===== src/rtl/pfs_pkg.sv =====
// Constants, types and command codes for the power fault supervisor
// Function
// [RULE1] Any fault pulls shared line; low line stops switching
// [RULE2] Master locks rising sync edge, slave falling edge
// [RULE3] Host gives each module own address, reads separately
// [RULE4] Sample current mid low-side interval, average continually
// [RULE5] Negative current reads back as zero
// [RULE6] Average output voltage continually into readback
// [RULE7] Thermal fault halts conversion until 20C cooler
// [RULE8] Temperature readback at 8Dh always current
// [RULE9] Fault threshold at 4Fh, warning at 51h
// [RULE10] Thermal events set 7Dh flags, alert unless masked
// [RULE11] Above 145C set bandgap bit, halt, alert
// [RULE12] Thermal action latch, restart or ignore; restart default
// [RULE13] Bandgap trip always shuts down then restarts
// [RULE14] High-side short ends pulse in same cycle
// [RULE15] Compare averaged current with fault and warning limits
// [RULE16] Counter up per overcurrent cycle, down otherwise
// [RULE17] Count three declares fault; act per setting
// [RULE18] Overvoltage stops switching, low side on, flags, alert
// [RULE19] Overvoltage then hiccup or latch; ignore keeps regulating
// [RULE20] Overvoltage watch active once rail above lockout
// [RULE21] Undervoltage after soft-start: both off, flag, act
// [RULE22] Fixed feedback overvoltage threshold also applies
// [RULE23] Restart delay is seven soft-start rise times
// [RULE24] Flags stick until cleared; alert while unmasked flag
package pfs_pkg;
    localparam logic [7:0]         CMD_OT_FAULT      = 8'h4f;
    localparam logic [7:0]         CMD_OT_WARN       = 8'h51;
    localparam logic [7:0]         CMD_STATUS_TEMP   = 8'h7d;
    localparam logic [7:0]         CMD_VENDOR_STATUS = 8'h80;
    localparam logic [7:0]         CMD_OUTPUT_VOLTAGE_READBACK     = 8'h8b;
    localparam logic [7:0]         CMD_OUTPUT_CURRENT_READBACK     = 8'h8c;
    localparam logic [7:0]         CMD_READ_TEMP     = 8'h8d;
    localparam logic [7:0]         CMD_WINDOW        = 8'hd7;
    localparam int                 TEMP_OTF_BIT      = 7;
    localparam int                 TEMP_OTW_BIT      = 6;
    localparam int                 VEND_BG_BIT       = 0;
    localparam logic signed [15:0] BG_TRIP_C         = 16'sh0091;
    localparam logic signed [15:0] HYST_C            = 16'sh0014;
    localparam logic [1:0]         OC_TRIP_COUNT     = 2'h3;
    localparam int                 RISE_MULT         = 7;
    localparam logic [15:0]        OT_FAULT_RST      = 16'h007d;
    localparam logic [15:0]        OT_WARN_RST       = 16'h0064;
    localparam logic [7:0]         WINDOW_RST        = 8'h00;
    localparam int                 AVG_SHIFT         = 3;
    localparam int                 CLK_PERIOD_NS     = 4;
    localparam int                 NS_PER_MS         = 1000000;
    localparam int                 CYC_PER_MS        = NS_PER_MS / CLK_PERIOD_NS;

    typedef enum logic [1:0] {ACT_IGNORE, ACT_LATCH, ACT_RESTART} pfs_action_t;
    typedef enum logic [1:0] {ST_RUN, ST_COOL, ST_HICCUP, ST_LATCH} pfs_fsm_t;

    typedef struct packed {
        logic sync_clk;
        logic share_low;
        logic role_slave;
        logic fdbk_ov;
        logic fdbk_fixed_ov;
        logic fdbk_uv;
        logic hs_short;
        logic rail_ok;
    } pfs_pins_t;

    typedef struct packed {
        logic ot_fault;
        logic ot_warn;
        logic bg_trip;
        logic oc_fault;
        logic oc_warn;
        logic ov_fault;
        logic uv_fault;
    } pfs_flags_t;

    typedef struct packed {
        pfs_action_t thermal;
        pfs_action_t oc;
        pfs_action_t ov;
        pfs_action_t uv;
    } pfs_actions_t;
endpackage : pfs_pkg


===== src/rtl/pfs_supervisor.sv =====
// Fault supervision, telemetry and phase lock of one converter module
`timescale 1ns/1ps
`default_nettype none
module pfs_supervisor
    import pfs_pkg::*;
#(
    parameter int RESTART_CYC_PER_MS = CYC_PER_MS
) (
    input  wire logic         ref_clk_i,
    input  wire logic         srst_i,
    input  wire pfs_pins_t    pins_i,
    input  wire logic         pwm_i,
    input  wire logic         conv_enable_i,
    input  wire logic         soft_start_done_i,
    input  wire logic [15:0]  iout_sample_i,
    input  wire logic [15:0]  vout_sample_i,
    input  wire logic [15:0]  temp_sample_i,
    input  wire logic [7:0]   rise_ms_i,
    input  wire pfs_actions_t actions_i,
    input  wire logic [15:0]  oc_fault_limit_i,
    input  wire logic [15:0]  oc_warn_limit_i,
    input  wire pfs_flags_t   alert_mask_i,
    input  wire logic         clear_faults_i,
    input  wire logic [7:0]   cmd_i,
    input  wire logic         wr_i,
    input  wire logic [15:0]  wdata_i,
    input  wire logic         rd_i,
    output logic [15:0]       rdata_o,
    output logic              rvalid_o,
    output logic              hs_drive_o,
    output logic              ls_drive_o,
    output logic              share_line_o,
    output logic              share_line_oe_o,
    output pfs_flags_t        flags_o,
    output logic              alert_n_o,
    output logic [7:0]        window_limits_o
);
    typedef struct packed {
        pfs_pins_t   s1;
        pfs_pins_t   s2;
        logic        clk_prev;
        logic [15:0] iout_avg;
        logic [15:0] vout_avg;
        logic [15:0] temp_rd;
        logic [15:0] ot_flt_lim;
        logic [15:0] ot_wrn_lim;
        logic [7:0]  win_lim;
        logic [15:0] ls_cnt;
        logic [15:0] ls_len;
        logic [1:0]  oc_cnt;
        logic        oc_seen;
        logic        hs_term;
        pfs_flags_t  flags;
        pfs_fsm_t    fsm;
        logic [15:0] cool_lim;
        logic [31:0] wait_cnt;
        logic        hs;
        logic        ls;
        logic        share_pull;
        logic        alert_n;
        logic [15:0] rdata;
        logic        rvalid;
    } pfs_state_t;

    pfs_state_t         state_ff;
    pfs_state_t         nxt_state;
    pfs_pins_t          p;
    pfs_flags_t         set_f;
    pfs_flags_t         clr_f;
    logic               cyc_tick;
    logic signed [15:0] temp_s;
    logic               bg_now;
    logic               ot_now;
    logic               ot_warn_now;
    logic               ov_now;
    logic               ov_clamp;
    logic               uv_now;
    logic               oc_over;
    logic               oc_seen_now;
    logic               oc_evt;
    logic               run_ok;
    logic [31:0]        restart_target;
    logic [15:0]        iout_rb;

    // Shift-based running average; cheap, and each new sample weighs 1/2^AVG_SHIFT
    function automatic logic [15:0] pfs_avg(input logic [15:0] acc, input logic [15:0] smp);
        logic signed [16:0] d;
        d = $signed({smp[15], smp}) - $signed({acc[15], acc});
        d = d >>> AVG_SHIFT;
        return acc + d[15:0];
    endfunction : pfs_avg

    assign p        = state_ff.s2;
    // [RULE2] Phase edge select
    assign cyc_tick = p.role_slave ? (~p.sync_clk & state_ff.clk_prev) : (p.sync_clk & ~state_ff.clk_prev);
    assign temp_s   = $signed(temp_sample_i);
    // [RULE11] Fixed trip level
    assign bg_now      = temp_s > BG_TRIP_C;
    // [RULE7] Threshold compares
    assign ot_now      = temp_s >= $signed(state_ff.ot_flt_lim);
    assign ot_warn_now = temp_s >= $signed(state_ff.ot_wrn_lim);
    // [RULE20] Watch from rail lockout
    // [RULE22] Fixed threshold joins
    assign ov_now      = p.rail_ok & (p.fdbk_ov | p.fdbk_fixed_ov);
    // [RULE19] Ignore keeps regulating
    assign ov_clamp    = ov_now & (actions_i.ov != ACT_IGNORE);
    // [RULE21] Only after soft-start
    assign uv_now      = soft_start_done_i & p.fdbk_uv & (state_ff.fsm == ST_RUN);
    // [RULE15] Averaged current compare
    assign oc_over     = ($signed(state_ff.iout_avg) > $signed(oc_fault_limit_i)) | p.hs_short;
    assign oc_seen_now = state_ff.oc_seen | oc_over;
    // [RULE17] Third counted cycle trips
    assign oc_evt      = cyc_tick & oc_seen_now & (state_ff.oc_cnt >= OC_TRIP_COUNT - 2'h1);
    // [RULE23] Seven rise times
    assign restart_target = 32'(rise_ms_i) * 32'(RISE_MULT) * 32'(RESTART_CYC_PER_MS);
    // [RULE1] Stop when line pulled
    assign run_ok  = (state_ff.fsm == ST_RUN) & conv_enable_i & ~p.share_low & ~ov_clamp;
    // [RULE5] Sinking current reads zero
    assign iout_rb = state_ff.iout_avg[15] ? 16'h0000 : state_ff.iout_avg;

    always_comb begin
        nxt_state          = state_ff;
        nxt_state.s1       = pins_i;
        nxt_state.s2       = state_ff.s1;
        nxt_state.clk_prev = state_ff.s2.sync_clk;
        nxt_state.rvalid   = 1'b0;
        // [RULE8] Temperature always latest
        nxt_state.temp_rd  = temp_sample_i;
        // [RULE6] Voltage average
        nxt_state.vout_avg = pfs_avg(state_ff.vout_avg, vout_sample_i);

        // [RULE4] Midpoint of low-side interval
        if (state_ff.ls) begin
            nxt_state.ls_cnt = state_ff.ls_cnt + 16'h0001;
            if (state_ff.ls_cnt == {1'b0, state_ff.ls_len[15:1]}) begin
                nxt_state.iout_avg = pfs_avg(state_ff.iout_avg, iout_sample_i);
            end
        end else if (state_ff.ls_cnt != 16'h0000) begin
            nxt_state.ls_len = state_ff.ls_cnt;
            nxt_state.ls_cnt = 16'h0000;
        end

        // [RULE16] Per-cycle up/down count
        if (cyc_tick) begin
            nxt_state.oc_seen = 1'b0;
            nxt_state.hs_term = 1'b0;
            if (oc_seen_now) begin
                if (state_ff.oc_cnt != OC_TRIP_COUNT) begin
                    nxt_state.oc_cnt = state_ff.oc_cnt + 2'h1;
                end
            end else if (state_ff.oc_cnt != 2'h0) begin
                nxt_state.oc_cnt = state_ff.oc_cnt - 2'h1;
            end
        end else begin
            nxt_state.oc_seen = oc_seen_now;
            nxt_state.hs_term = state_ff.hs_term | p.hs_short;
        end

        set_f          = '0;
        set_f.ot_fault = ot_now;
        set_f.ot_warn  = ot_warn_now;
        set_f.bg_trip  = bg_now;
        set_f.oc_fault = oc_evt;
        set_f.oc_warn  = $signed(state_ff.iout_avg) > $signed(oc_warn_limit_i);
        set_f.ov_fault = ov_now;
        set_f.uv_fault = uv_now;
        clr_f          = clear_faults_i ? '1 : '0;

        if (wr_i) begin
            case (cmd_i)
                // [RULE9] Bus-written thresholds
                CMD_OT_FAULT: nxt_state.ot_flt_lim = wdata_i;
                CMD_OT_WARN: nxt_state.ot_wrn_lim = wdata_i;
                CMD_WINDOW: nxt_state.win_lim = wdata_i[7:0];
                CMD_STATUS_TEMP: begin
                    clr_f.ot_fault = clr_f.ot_fault | wdata_i[TEMP_OTF_BIT];
                    clr_f.ot_warn  = clr_f.ot_warn | wdata_i[TEMP_OTW_BIT];
                end
                default: ;
            endcase
        end
        // [RULE24] Sticky, set beats clear
        // [RULE10] Thermal event flags
        nxt_state.flags = pfs_flags_t'(({state_ff.flags} & ~{clr_f}) | {set_f});

        if (rd_i) begin
            nxt_state.rvalid = 1'b1;
            case (cmd_i)
                CMD_OT_FAULT: nxt_state.rdata = state_ff.ot_flt_lim;
                CMD_OT_WARN: nxt_state.rdata = state_ff.ot_wrn_lim;
                CMD_WINDOW: nxt_state.rdata = {8'h00, state_ff.win_lim};
                CMD_STATUS_TEMP: nxt_state.rdata = {8'h00, state_ff.flags.ot_fault, state_ff.flags.ot_warn, 6'h00};
                CMD_VENDOR_STATUS: nxt_state.rdata = {15'h0000, state_ff.flags.bg_trip};
                CMD_READ_TEMP: nxt_state.rdata = state_ff.temp_rd;
                CMD_OUTPUT_VOLTAGE_READBACK: nxt_state.rdata = state_ff.vout_avg;
                CMD_OUTPUT_CURRENT_READBACK: nxt_state.rdata = iout_rb;
                default: nxt_state.rdata = 16'h0000;
            endcase
        end

        case (state_ff.fsm)
            ST_RUN: begin
                // [RULE13] Bandgap never ignored
                if (bg_now) begin
                    nxt_state.fsm      = ST_COOL;
                    nxt_state.cool_lim = 16'(BG_TRIP_C - HYST_C);
                // [RULE12] Selectable thermal action
                end else if (ot_now && actions_i.thermal != ACT_IGNORE) begin
                    nxt_state.fsm      = (actions_i.thermal == ACT_LATCH) ? ST_LATCH : ST_COOL;
                    nxt_state.cool_lim = 16'($signed(state_ff.ot_flt_lim) - HYST_C);
                // [RULE18] Overvoltage shutdown
                end else if (ov_clamp) begin
                    nxt_state.fsm = (actions_i.ov == ACT_LATCH) ? ST_LATCH : ST_HICCUP;
                end else if (oc_evt && actions_i.oc != ACT_IGNORE) begin
                    nxt_state.fsm = (actions_i.oc == ACT_LATCH) ? ST_LATCH : ST_HICCUP;
                end else if (uv_now && actions_i.uv != ACT_IGNORE) begin
                    nxt_state.fsm = (actions_i.uv == ACT_LATCH) ? ST_LATCH : ST_HICCUP;
                end
                nxt_state.wait_cnt = 32'h0000_0000;
            end
            ST_COOL: begin
                if (bg_now) begin
                    nxt_state.cool_lim = 16'(BG_TRIP_C - HYST_C);
                end else if (temp_s <= $signed(state_ff.cool_lim)) begin
                    nxt_state.fsm = ST_RUN;
                end
            end
            ST_HICCUP: begin
                nxt_state.wait_cnt = state_ff.wait_cnt + 32'h0000_0001;
                if (bg_now) begin
                    nxt_state.fsm      = ST_COOL;
                    nxt_state.cool_lim = 16'(BG_TRIP_C - HYST_C);
                end else if (state_ff.wait_cnt >= restart_target) begin
                    nxt_state.fsm    = ST_RUN;
                    nxt_state.oc_cnt = 2'h0;
                end
            end
            ST_LATCH: begin
                if (!conv_enable_i) begin
                    nxt_state.fsm    = ST_RUN;
                    nxt_state.oc_cnt = 2'h0;
                end
            end
            default: nxt_state.fsm = ST_RUN;
        endcase

        // [RULE14] Short ends high-side pulse
        nxt_state.hs         = run_ok & pwm_i & ~state_ff.hs_term & ~p.hs_short;
        nxt_state.ls         = ov_clamp | (run_ok & ~pwm_i);
        // [RULE1] Pull shared line on fault
        nxt_state.share_pull = (nxt_state.fsm != ST_RUN) | ov_clamp;
        nxt_state.alert_n    = ~|({nxt_state.flags} & ~{alert_mask_i});
    end

    always_ff @(posedge ref_clk_i) begin
        if (srst_i) begin
            state_ff            <= '0;
            state_ff.ot_flt_lim <= OT_FAULT_RST;
            state_ff.ot_wrn_lim <= OT_WARN_RST;
            state_ff.win_lim    <= WINDOW_RST;
            state_ff.alert_n    <= 1'b1;
            state_ff.fsm        <= ST_RUN;
        end else begin
            state_ff <= nxt_state;
        end
    end

    assign rdata_o         = state_ff.rdata;
    assign rvalid_o        = state_ff.rvalid;
    assign hs_drive_o      = state_ff.hs;
    assign ls_drive_o      = state_ff.ls;
    assign share_line_o    = 1'b0;
    assign share_line_oe_o = state_ff.share_pull;
    assign flags_o         = state_ff.flags;
    assign alert_n_o       = state_ff.alert_n;
    assign window_limits_o = state_ff.win_lim;
endmodule : pfs_supervisor
`default_nettype wire


===== config.mk =====
export PLATFORM = sky130hd
export DESIGN_NAME = pfs_supervisor
export DESIGN_NICKNAME = d
export VERILOG_FILES = /design/src/rtl/pfs_pkg.sv /design/src/rtl/pfs_supervisor.sv
export SDC_FILE = /design/constraint.sdc
export NUM_CORES = 1
export LEC_CHECK = 0
export BUFFER_PORTS_ARGS = -buffer_cell sky130_fd_sc_hd__buf_4
export CORE_AREA = 2 2 184 186
export CTS_CLUSTER_SIZE = 20
export DETAILED_ROUTE_END_ITERATION = 8
export DIE_AREA = 0 0 186 188
export PLACE_DENSITY = 0.74
export SYNTH_ARGS = -nofsm -noshare
export SYNTH_HDL_FRONTEND = slang
export SYNTH_SLANG_ARGS = --single-unit

===== constraint.sdc =====
create_clock -name ref_clk_i -period 10.1 [get_ports ref_clk_i]
set_clock_uncertainty 0.1 [all_clocks]
set_input_delay 1.01 -clock ref_clk_i [delete_from_list [all_inputs] [get_ports ref_clk_i]]
set_output_delay 1.01 -clock ref_clk_i [all_outputs]
set_load 0.05 [all_outputs]

==> summary.txt, run 1 <==
busiest layer in global routing: met2
Non-Filler Cell Area, Final: 0.0194 mm^2
Max transition margin: 0.170
overall die area: 0.0350 mm^2
pin count of the biggest net entering global routing: 125
number of rows created at floorplan: 67
count of different cell masters after synthesis: 70
DR pass1 iterations: 7
Mapped Nets: 2546
clock insertion delay at the later pin of the skew report: 0.54 ns
element type at the critical path end: flop
count of buffers added by post-CTS timing repair for setup: 0
top flip-flop cell by instance count after synthesis: dfxtp_1
met3 GRT Util: 0.0256
Final Worst Setup Slack: 0.923 ns
final number of hold-violating endpoints: 0
Arr. time, crit path: 9.45 ns
global router's overall resource usage: 0.253
Internal Power: 3.51 mW
count of flip-flops with a built-in enable after synthesis: 0
register clock-pin slew on the reported worst setup and hold paths: 0.06 ns
TritonCTS clock tree: yes
H-Tree Level Count: 1
GR Overflow Total: 0
Setup WS pre-CTS: 0.451 ns
worst reg2reg path startpoint: state_ff[187]$_SDFFE_PP0P_
combined area of the multi-input logic cells: 0.0113 mm^2
ports placed on the boundary: 180
peak clock frequency supported by timing: 109 MHz
wire length of the first global-routing pass: 72.7 mm
ratio of cells with drive above 1 in the final layout: 0.118
#FFs+latches synth: 218
Placed Area: 0.0185 mm^2
ratio of final minimum period to clock period: 0.909
data required time of the worst path: 10.37 ns
type of the most critical hold path: flop to flop
LEAKAGE: 8.59 nW
routed via count divided by cell count: 5.60
asr flop ratio synth: 0
initial antenna violation count: 1
Std-Cell Core Area: 0.0331 mm^2
crit path kind: input port to flop
measured slew at the worst slew-check pin: 1.24 ns
number of nets in the layout: 2669
Pwr per Cell Area: 333 mW/mm^2
setup violation total in the final timing report: 0
signed area change from the synthesized netlist to the final layout: 14.3%
hold path depth: 1
number of design rule violations left after detail routing: 0
per-cell routed wire length: 16.4 um
wirelength, routed: 44.2 mm
placer's final routability congestion estimate: 0.928
result of the run: finished, final reports clean
hold slack: 0.337 ns
Post-DRT Antenna Nets: 0
Final HPWL DP: 34.7 mm
max-cap check violation count: 0
detailed-route via count: 15100
relative contribution of sequential cells to total power: 0.149
maximum vdd drop: 0.560 mV
sequential element share of the synthesized area: 0.257
CP max stage cell: o41ai_1
clock group share of total power: 0.150
startpoint kind of the worst setup timing path: input port
number of buffers inserted during clock tree synthesis: 25
fraction of power spent switching nets: 0.455
Mean Syn Cell Area: 8.06 um^2
Worst Reg2Reg Path Length in Cells: 20
post-cts sizing count: 0
worst min-delay path endpoint: p[4]$_SDFF_PP0_
proportion of power drawn by combinational gates: 0.701
width of the chip: 186 um
Hold-fix buffers, CTS: 0
number of global-route vias before repair: 14800
IO buf count: 178
Final Max Tran Viols: 0
clk sinks: 218
buffers from clock root to sink, at most: 3
endpoint of the lowest-slack register-to-register path: state_ff[201]$_SDFFE_PP0P_
effective utilization at floorplan: 0.512
Final Critical Period: 9.18 ns
R2R Setup Slk: 4.90 ns
M1 GR Usage: 0.343
Max FO, Critical Path: 9
synthesized instance count: 2103
Most common cell on crit path: a21oi_1
post-layout power: 6.45 mW
RSZ-0062 raised after global routing: no
total net switching power: 2.94 mW
netlist area before placement: 0.0170 mm^2
GR met2 Demand/Resource: 0.422
FF+latch area: 0.00436 mm^2
DR iter-0 viols: 1037
Ys Warns: 0
Fill cells: 3022
Root Buffer Master: clkbuf_16
Hold Startpoint: nxt_state[207]$_SDFF_PP0_
highest cell delay on the worst timing path: 0.56 ns
final-layout setup total negative slack: 0 ns
vertical extent of the die: 188 um
==> cell type report <==
cell class,count,area share
Multi-Input combinational cell,1576,0.585
Sequential cell,218,0.225
Timing Repair Buffer,188,0.0730
Inverter,217,0.0420
Clock buffer,33,0.0359
Tap cell,448,0.0289
Clock inverter,12,0.00956
Antenna cell,1,0.000129
==> per-stage QoR <==
| step | utilization | instances |
|---|---|---|
| finish | 0.585 | 2693 |
| global route | 0.585 | 2693 |
| CTS | 0.585 | 2692 |
| detailed placement | 0.558 | 2647 |
| global placement | 0.558 | 2647 |
| floorplan | - | 2103 |
==> power by group through the flow <==
| stage | Clock (mW) | Combinational (mW) | Sequential, mW |
|---|---|---|---|
| 2_1_floorplan | 0 | 3.54 | 0.960 |
| 3_3_place_gp | 0 | 4.28 | 0.977 |
| 3_5_place_dp | 0 | 4.47 | 0.978 |
| 4_1_cts | 0.986 | 4.51 | 0.959 |
| 5_1_grt | 1.02 | 5.17 | 0.964 |
| 6_report | 0.970 | 4.52 | 0.960 |
==> metal layers <==
layer  share of wire  wire length (um)
met5               0                 0
met4           0.029              1300
met3           0.047              2080
met2            0.47             20700
met1            0.45             20100
==> worst max-delay path: cells and delay by family <==
| kind | cells | cell delay (ns) |
|---|---|---|
| AOI/OAI and AO/OA | 17 | 3.41 |
| buffers and inverters | 4 | 0.47 |
| xor gates and xnor gates | 1 | 0.09 |
| adders and majority gates | 9 | 3.35 |
| and+or+nand+nor | 7 | 1.12 |
==> how the worst max path moves through the flow <==
stage / from / to / cells after the start
floorplan: rise_ms_i[0] / share_line_oe_o$_SDFF_PP0_ / 37
detailed placement: rise_ms_i[0] / share_line_oe_o$_SDFF_PP0_ / 38
CTS: rise_ms_i[0] / share_line_oe_o$_SDFF_PP0_ / 38
finish: rise_ms_i[0] / share_line_oe_o$_SDFF_PP0_ / 38
global route: rise_ms_i[0] / share_line_oe_o$_SDFF_PP0_ / 38
global placement: rise_ms_i[0] / share_line_oe_o$_SDFF_PP0_ / 38
==> cell usage after synthesis (all sizes together) (9+ instances only) <==
library cell | count | area (um^2)
a21o | 36 | 270
mux2 | 9 | 101
a21oi | 182 | 911
nor4 | 19 | 119
o21a | 24 | 180
dfxtp | 218 | 4360
nand4 | 36 | 225
xor2 | 41 | 359
fa | 40 | 801
and3 | 11 | 68.8
a31oi | 24 | 150
buf | 36 | 255
and2 | 12 | 75.1
nand3b | 13 | 97.6
nor2 | 190 | 713
inv | 215 | 807
a22oi | 24 | 180
nor3 | 46 | 235
a211oi | 16 | 120
or2 | 17 | 106
nand2 | 220 | 826
a222oi | 14 | 140
nor2b | 56 | 350
nand2b | 14 | 90.1
o21ai | 49 | 249
nand3 | 65 | 325
xnor2 | 59 | 517
clkbuf | 56 | 210
ha | 260 | 3250
==> flip-flops by register name (all words and copies together), names as in the netlist <==
signal,cells
share_line_oe_o,1
rvalid_o,1
ls_drive_o,1
nxt_state,9
window_limits_o,8
p,7
state_ff,166
alert_n_o,1
hs_drive_o,1
rdata_o,16
flags_o,7
==> placed cells by master (no fill, tap or decap), types with 25 or more instances in the layout <==
cell and instances:
nand4_1 36, buf_4 187, nand2_1 220, o21ai_0 47, fa_1 40, xnor2_1 59
clkbuf_16 25, nor2_1 190, nor2b_1 56, a21oi_1 182, nor3_1 44, ha_1 260
xor2_1 41, nand3_1 65, inv_1 215, dfxtp_1 218, a21o_1 36
==> logic make-up after synthesis <==
kind of cell	after synthesis	share of synthesized area
and+or+nand+nor	720	0.200
xor gates and xnor gates	100	0.0517
DFF	218	0.257
other	1	0.000221
adders and majority gates	300	0.239
buffers and inverters	309	0.0755
muxes	17	0.0107
AOI/OAI and AO/OA	438	0.165
Note: power is estimated with default switching activity, not from simulation.
==> inputs of run 2 (changes only) <==
--- a/config.mk
+++ b/config.mk
@@ -5,11 +5,13 @@
 export SDC_FILE = /design/constraint.sdc
 export NUM_CORES = 1
 export LEC_CHECK = 0
+export ABC_AREA = 1
 export BUFFER_PORTS_ARGS = -buffer_cell sky130_fd_sc_hd__buf_4
-export CORE_AREA = 2 2 184 186
+export CORE_AREA = 2 2 189 191
+export CTS_CLUSTER_DIAMETER = 80
 export CTS_CLUSTER_SIZE = 20
 export DETAILED_ROUTE_END_ITERATION = 8
-export DIE_AREA = 0 0 186 188
+export DIE_AREA = 0 0 191 193
 export PLACE_DENSITY = 0.74
 export SYNTH_ARGS = -nofsm -noshare
 export SYNTH_HDL_FRONTEND = slang
==> summary.txt, run 2 <==
maximum vdd drop: 0.509 mV (-9.1%)
top flip-flop cell by instance count after synthesis: dfxtp_1
asr flop ratio synth: 0 (unchanged)
per-cell routed wire length: 16.0 um (-2.6%)
detailed-route via count: 16800 (+11%)
LEAKAGE: 9.32 nW (+8.5%)
most common library cell in the layout ignoring fill and taps: nand2_1
final-layout setup total negative slack: 0 ns (unchanged)
global router's overall resource usage: 0.265 (+0.0120)
Most common cell on crit path: ha_1
count of buffers added by post-CTS timing repair for setup: 0 (unchanged)
Largest Register: state_ff
crit path kind: input port to flop
measured slew at the worst slew-check pin: 1.06 ns (-0.181 ns)
Yosys top cell by area: dfxtp_1
top-count cell post-synth: nand2_1
placer's final routability congestion estimate: 0.938 (+1.1%)
ports placed on the boundary: 180 (unchanged)
post-cts sizing count: 0 (unchanged)
routed via count divided by cell count: 5.46 (-2.5%)
number of buffers inserted during clock tree synthesis: 16 (-36%)
highest cell delay on the worst timing path: 0.58 ns (+0.02 ns)
ratio of final minimum period to clock period: 0.837 (-0.0718)
Synth top cells by count: nand2_1 (419), inv_1 (413), a21oi_1 (275)
Ys Warns: 0 (unchanged)
CP max stage cell: fa_1
Final HPWL DP: 39.7 mm (+14%)
top post-synthesis cells by area: dfxtp_1 (24%), ha_1 (18%), nand2_1 (8.8%)
DR iter-0 viols: 1114 (+7.4%)
element type at the critical path end: flop
Final Critical Period: 8.45 ns (-0.725 ns)
Post-DRT Antenna Nets: 0 (unchanged)
signed area change from the synthesized netlist to the final layout: 11.3%
RSZ-0062 raised after global routing: no
commonest non-fill, non-tap cells in the layout: nand2_1 (419), inv_1 (412), a21oi_1 (275), ha_1 (260), dfxtp_1 (218)
effective utilization at floorplan: 0.511 (-0.000596)
H-Tree Level Count: 1 (unchanged)
top cell type's share of synthesized area: 0.244 (-0.0134)
buffers from clock root to sink, at most: 3 (unchanged)
final number of hold-violating endpoints: 0 (unchanged)
overall die area: 0.0369 mm^2 (+5.4%)
post-layout power: 6.56 mW (+1.6%)
sequential element share of the synthesized area: 0.244 (-0.0134)
ratio of cells with drive above 1 in the final layout: 0.0959 (-0.0222)
result of the run: finished, final reports clean
number of rows created at floorplan: 69 (+3.0%)
Hold-fix buffers, CTS: 0 (unchanged)
Root Buffer Master: clkbuf_16
max-cap check violation count: 0 (unchanged)
Max FO, Critical Path: 6 (-3)
number of nets in the layout: 3042 (+14%)
initial antenna violation count: 6 (+5)
number of design rule violations left after detail routing: 0 (unchanged)
data required time of the worst path: 10.42 ns (+0.05 ns)
wire length of the first global-routing pass: 79.4 mm (+9.2%)
Pwr per Cell Area: 330 mW/mm^2 (-0.99%)
Max transition margin: 0.283 (+0.113)
setup violation total in the final timing report: 0 (unchanged)
synthesized instance count: 2479 (+18%)
Mean Syn Cell Area: 7.21 um^2 (-11%)
width of the chip: 191 um (+2.7%)
GR Overflow Total: 0 (unchanged)
wirelength, routed: 49.1 mm (+11%)
flip-flop count of the largest register after layout: 166 (unchanged)
Arr. time, crit path: 8.77 ns (-0.68 ns)
clock insertion delay at the later pin of the skew report: 0.50 ns (-0.04 ns)
count of different cell masters after synthesis: 63 (-10%)
number of global-route vias before repair: 16100 (+9.0%)
#FFs+latches synth: 218 (unchanged)
pin count of the biggest net entering global routing: 96 (-23%)
startpoint kind of the worst setup timing path: input port
vertical extent of the die: 193 um (+2.7%)
Mapped Nets: 2922 (+15%)
DR pass1 iterations: 5 (-2)
Final Max Tran Viols: 0 (unchanged)
IO buf count: 178 (unchanged)
netlist area before placement: 0.0179 mm^2 (+5.5%)
Std-Cell Core Area: 0.0350 mm^2 (+5.6%)
register clock-pin slew on the reported worst setup and hold paths: 0.08 ns (+0.02 ns)
TritonCTS clock tree: yes
type of the most critical hold path: flop to flop
count of flip-flops with a built-in enable after synthesis: 0 (unchanged)
clk sinks: 218 (unchanged)
peak clock frequency supported by timing: 118 MHz (+8.6%)
==> run 2: changes by cell type in the layout (fill, tap and decap cells not counted), sizes merged, moves of 15 or more <==
cell / change
o21ai: +110
o21a: -17
nor2b: -56
inv: +201
a21o: -27
xnor2: -40
a22oi: -21
nand2: +208
xor2: +15
a21oi: +93
==> run 2: critical path, delay by kind of cell <==
| kind | cells | cell delay, ns |
|---|---|---|
| buf+inv | 4 | 0.48 |
| compound gates | 9 | 1.35 |
| fa+ha+maj | 9 | 3.67 |
| xor+xnor | 2 | 0.68 |
| simple gates | 12 | 1.59 |
==> run 2: worst paths after layout <==
check	end	cells after the start	slack, ns	start
max reg2reg	state_ff[185]$_SDFF_PP0_	21	5.92	state_ff[171]$_SDFF_PP0_
min reg2reg	p[2]$_SDFF_PP0_	2	0.30	nxt_state[205]$_SDFF_PP0_
max	share_line_oe_o$_SDFF_PP0_	36	1.65	rise_ms_i[2]
min	p[2]$_SDFF_PP0_	2	0.30	nxt_state[205]$_SDFF_PP0_
==> run 2: metrics by stage <==
stage | instance area (um^2) | worst slack, ns | hold WS [ns] | std cells | utilization
finish | 19900 | 1.65 | 0.301 | 3073 | 0.569
global route | 19900 | 1.07 | 0.328 | 3073 | 0.569
CTS | 19900 | 1.72 | 0.305 | 3067 | 0.568
detailed placement | 19400 | 1.24 | 0.298 | 3042 | 0.554
global placement | 19400 | 1.50 | 0.295 | 3042 | 0.554
floorplan | 17900 | 2.31 | 0.288 | 2479 | -
==> run 2: routing by layer <==
metal / vias to the layer above / share of wire / track usage
met5: - / 0 / 0
met4: 0 / 0.036 / 0.100
met3: 102 / 0.058 / 0.0306
met2: 482 / 0.47 / 0.450
met1: 7742 / 0.44 / 0.346
li1: 8460 / - / -
==> run 2: cells by family after synthesis <==
group | Yosys count | synth area share
simple gates | 810 | 0.198
compound gates | 572 | 0.181
xor+xnor | 75 | 0.0367
buf+inv | 503 | 0.113
other cells | 1 | 0.000210
fa+ha+maj | 300 | 0.227
flops | 218 | 0.244
==> run 2: layout make-up <==
type	count	area, um^2
Multi-Input combinational cell	1758	11500
Clock inverter	5	52.6
Sequential cell	218	4360
Clock buffer	20	437
Fill cell	3321	15100
Antenna cell	6	15.0
Timing Repair Buffer	183	1370
Tap cell	461	577
Inverter	422	1580
==> run 2: report_power, final <==
group | internal, mW | switching [mW] | total (mW)
combinational | 1.95 | 3.02 | 4.96
clock | 0.315 | 0.331 | 0.646
sequential | 0.914 | 0.0349 | 0.949
==> inputs of run 3 (changes only) <==
--- a/config.mk
+++ b/config.mk
@@ -12,7 +12,7 @@
 export CTS_CLUSTER_SIZE = 20
 export DETAILED_ROUTE_END_ITERATION = 8
 export DIE_AREA = 0 0 191 193
-export PLACE_DENSITY = 0.74
+export PLACE_DENSITY = 0.77
 export SYNTH_ARGS = -nofsm -noshare
 export SYNTH_HDL_FRONTEND = slang
 export SYNTH_SLANG_ARGS = --single-unit
==> constraint.sdc (replaced) <==
create_clock -name ref_clk_i -period 7.15 [get_ports ref_clk_i]
set_clock_uncertainty 0.1 [all_clocks]
set_input_delay 0.715 -clock ref_clk_i [delete_from_list [all_inputs] [get_ports ref_clk_i]]
set_output_delay 0.715 -clock ref_clk_i [all_outputs]
set_load 0.05 [all_outputs]
==> summary.txt, run 3 (synthesis results as in run 2) <==
result of the run: finished, final reports clean
Final Critical Period: 7.13 ns
initial antenna violation count: 0 (-6)
DR pass1 iterations: 5 (unchanged)
Max transition margin: 0.280 (-0.00303)
highest cell delay on the worst timing path: 0.49 ns (-0.09 ns)
ratio of final minimum period to clock period: 0.997
peak clock frequency supported by timing: 140 MHz
per-cell routed wire length: 15.9 um (-0.55%)
DR iter-0 viols: 1126 (+1.1%)
number of rows created at floorplan: 69 (unchanged)
commonest non-fill, non-tap cells in the layout: nand2_1 (411), inv_1 (404), a21oi_1 (269), buf_4 (259), ha_1 (244)
overall die area: 0.0369 mm^2 (unchanged)
flip-flop count of the largest register after layout: 166 (unchanged)
element type at the critical path end: flop
Std-Cell Core Area: 0.0350 mm^2 (unchanged)
CP max stage cell: fa_1
wirelength, routed: 50.0 mm (+1.8%)
clock insertion delay at the later pin of the skew report: 0.50 ns (about the same)
Final Worst Setup Slack: 0.0249 ns (-1.62 ns)
register clock-pin slew on the reported worst setup and hold paths: 0.08 ns (about the same)
startpoint kind of the worst setup timing path: input port
Final Max Tran Viols: 0 (unchanged)
setup violation total in the final timing report: 0 (unchanged)
global router's overall resource usage: 0.265 (about the same)
placer's final routability congestion estimate: 0.943 (+0.50%)
buffers from clock root to sink, at most: 3 (unchanged)
ratio of cells with drive above 1 in the final layout: 0.148 (+0.0524)
Post-DRT Antenna Nets: 0 (unchanged)
max-cap check violation count: 0 (unchanged)
RSZ-0062 raised after global routing: yes
clk sinks: 218 (unchanged)
width of the chip: 191 um (unchanged)
Layout Utilization: 0.599 (+0.0300)
signed area change from the synthesized netlist to the final layout: 17.1%
Largest Register: state_ff
measured slew at the worst slew-check pin: 1.08 ns (+0.0180 ns)
hold slack: 0.304 ns (+0.00215 ns)
final number of hold-violating endpoints: 0 (unchanged)
combined area of the multi-input logic cells: 0.0119 mm^2 (+3.6%)
number of global-route vias before repair: 16600 (+2.9%)
data required time of the worst path: 7.41 ns (-3.01 ns)
ports placed on the boundary: 180 (unchanged)
number of design rule violations left after detail routing: 0 (unchanged)
pin count of the biggest net entering global routing: 88 (-8.3%)
number of nets in the layout: 3122 (+2.6%)
detailed-route via count: 17200 (+2.6%)
FF+latch area: 0.00436 mm^2 (unchanged)
Fill cells: 3141 (-5.4%)
routed via count divided by cell count: 5.48 (+0.24%)
IO buf count: 178 (unchanged)
crit path kind: input port to flop
most common library cell in the layout ignoring fill and taps: nand2_1
number of buffers inserted during clock tree synthesis: 16 (unchanged)
Max FO, Critical Path: 4 (-2)
Root Buffer Master: clkbuf_16
Setup WS pre-CTS: -0.786 ns (-2.03 ns)
H-Tree Level Count: 1 (unchanged)
vertical extent of the die: 193 um (unchanged)
type of the most critical hold path: flop to flop
Final HPWL DP: 39.9 mm (+0.41%)
TritonCTS clock tree: yes
wire length of the first global-routing pass: 80.1 mm (+0.83%)
GR Overflow Total: 0 (unchanged)
number of antenna repair diodes: 0 (-6)
Arr. time, crit path: 7.38 ns (-1.39 ns)
effective utilization at floorplan: 0.511 (unchanged)
-- run 3: cell types whose count changed in the layout (fill, tap and decap cells not counted), moves of 7 or more --
cell     delta
ha_1       -16
buf_4      +76
nor2_1      -7
ha_4       +15
inv_1       -8
nand2_1     -8
-- run 3: area by class of cell --
type	count	share of cell area
Clock buffer	18	0.0210
Clock inverter	5	0.00341
Inverter	422	0.0759
Multi-Input combinational cell	1758	0.568
Sequential cell	218	0.208
Tap cell	461	0.0275
Timing Repair Buffer	263	0.0954
-- run 3: stage by stage --
step / TNS [ns] / instance area [um^2] / std cells
2_1_floorplan: 0 / 18000 / 2479
3_3_place_gp: -2.34 / 20100 / 3116
3_5_place_dp: -3.61 / 20100 / 3116
4_1_cts: 0 / 20600 / 3140
5_1_grt: -1.76 / 20900 / 3145
6_report: 0 / 20900 / 3145
-- run 3: critical path: cells and delay by family --
kind	cells	cell delay (ns)
compound gates	12	1.50
fa+ha+maj	9	3.04
buf+inv	5	0.39
simple gates	17	1.70
-- run 3: what timing repair did --
item,4_1_cts,5_1_grt
hold buffers,0,0
buffers inserted,1,5
endpoints found under the hold margin,0,0
pin swaps,11,38
endpoints found under the setup margin,5,5
gates resized for setup,7,63
-- run 3: per-layer routing --
layer,track usage,routed length (um),up-vias
met2,0.461,23600,480
li1,-,-,8635
met1,0.342,21900,7989
met4,0.0891,1770,0
met3,0.0284,2760,117
met5,0,0,-
-- run 3: final timing paths --
kind                              from                         end  slack, ns  cells past startpoint
min          nxt_state[210]$_SDFF_PP0_   nxt_state[202]$_SDFF_PP0_       0.30                      2
min reg2reg  nxt_state[210]$_SDFF_PP0_   nxt_state[202]$_SDFF_PP0_       0.30                      2
max                       rise_ms_i[0]  share_line_oe_o$_SDFF_PP0_       0.02                     43
max reg2reg   state_ff[171]$_SDFF_PP0_    state_ff[183]$_SDFF_PP0_       2.94                     19
Power of run 3 is left out: the tool's default activity adds up to more than one toggle a clock period on the data nets, which glitch-free logic cannot reach.
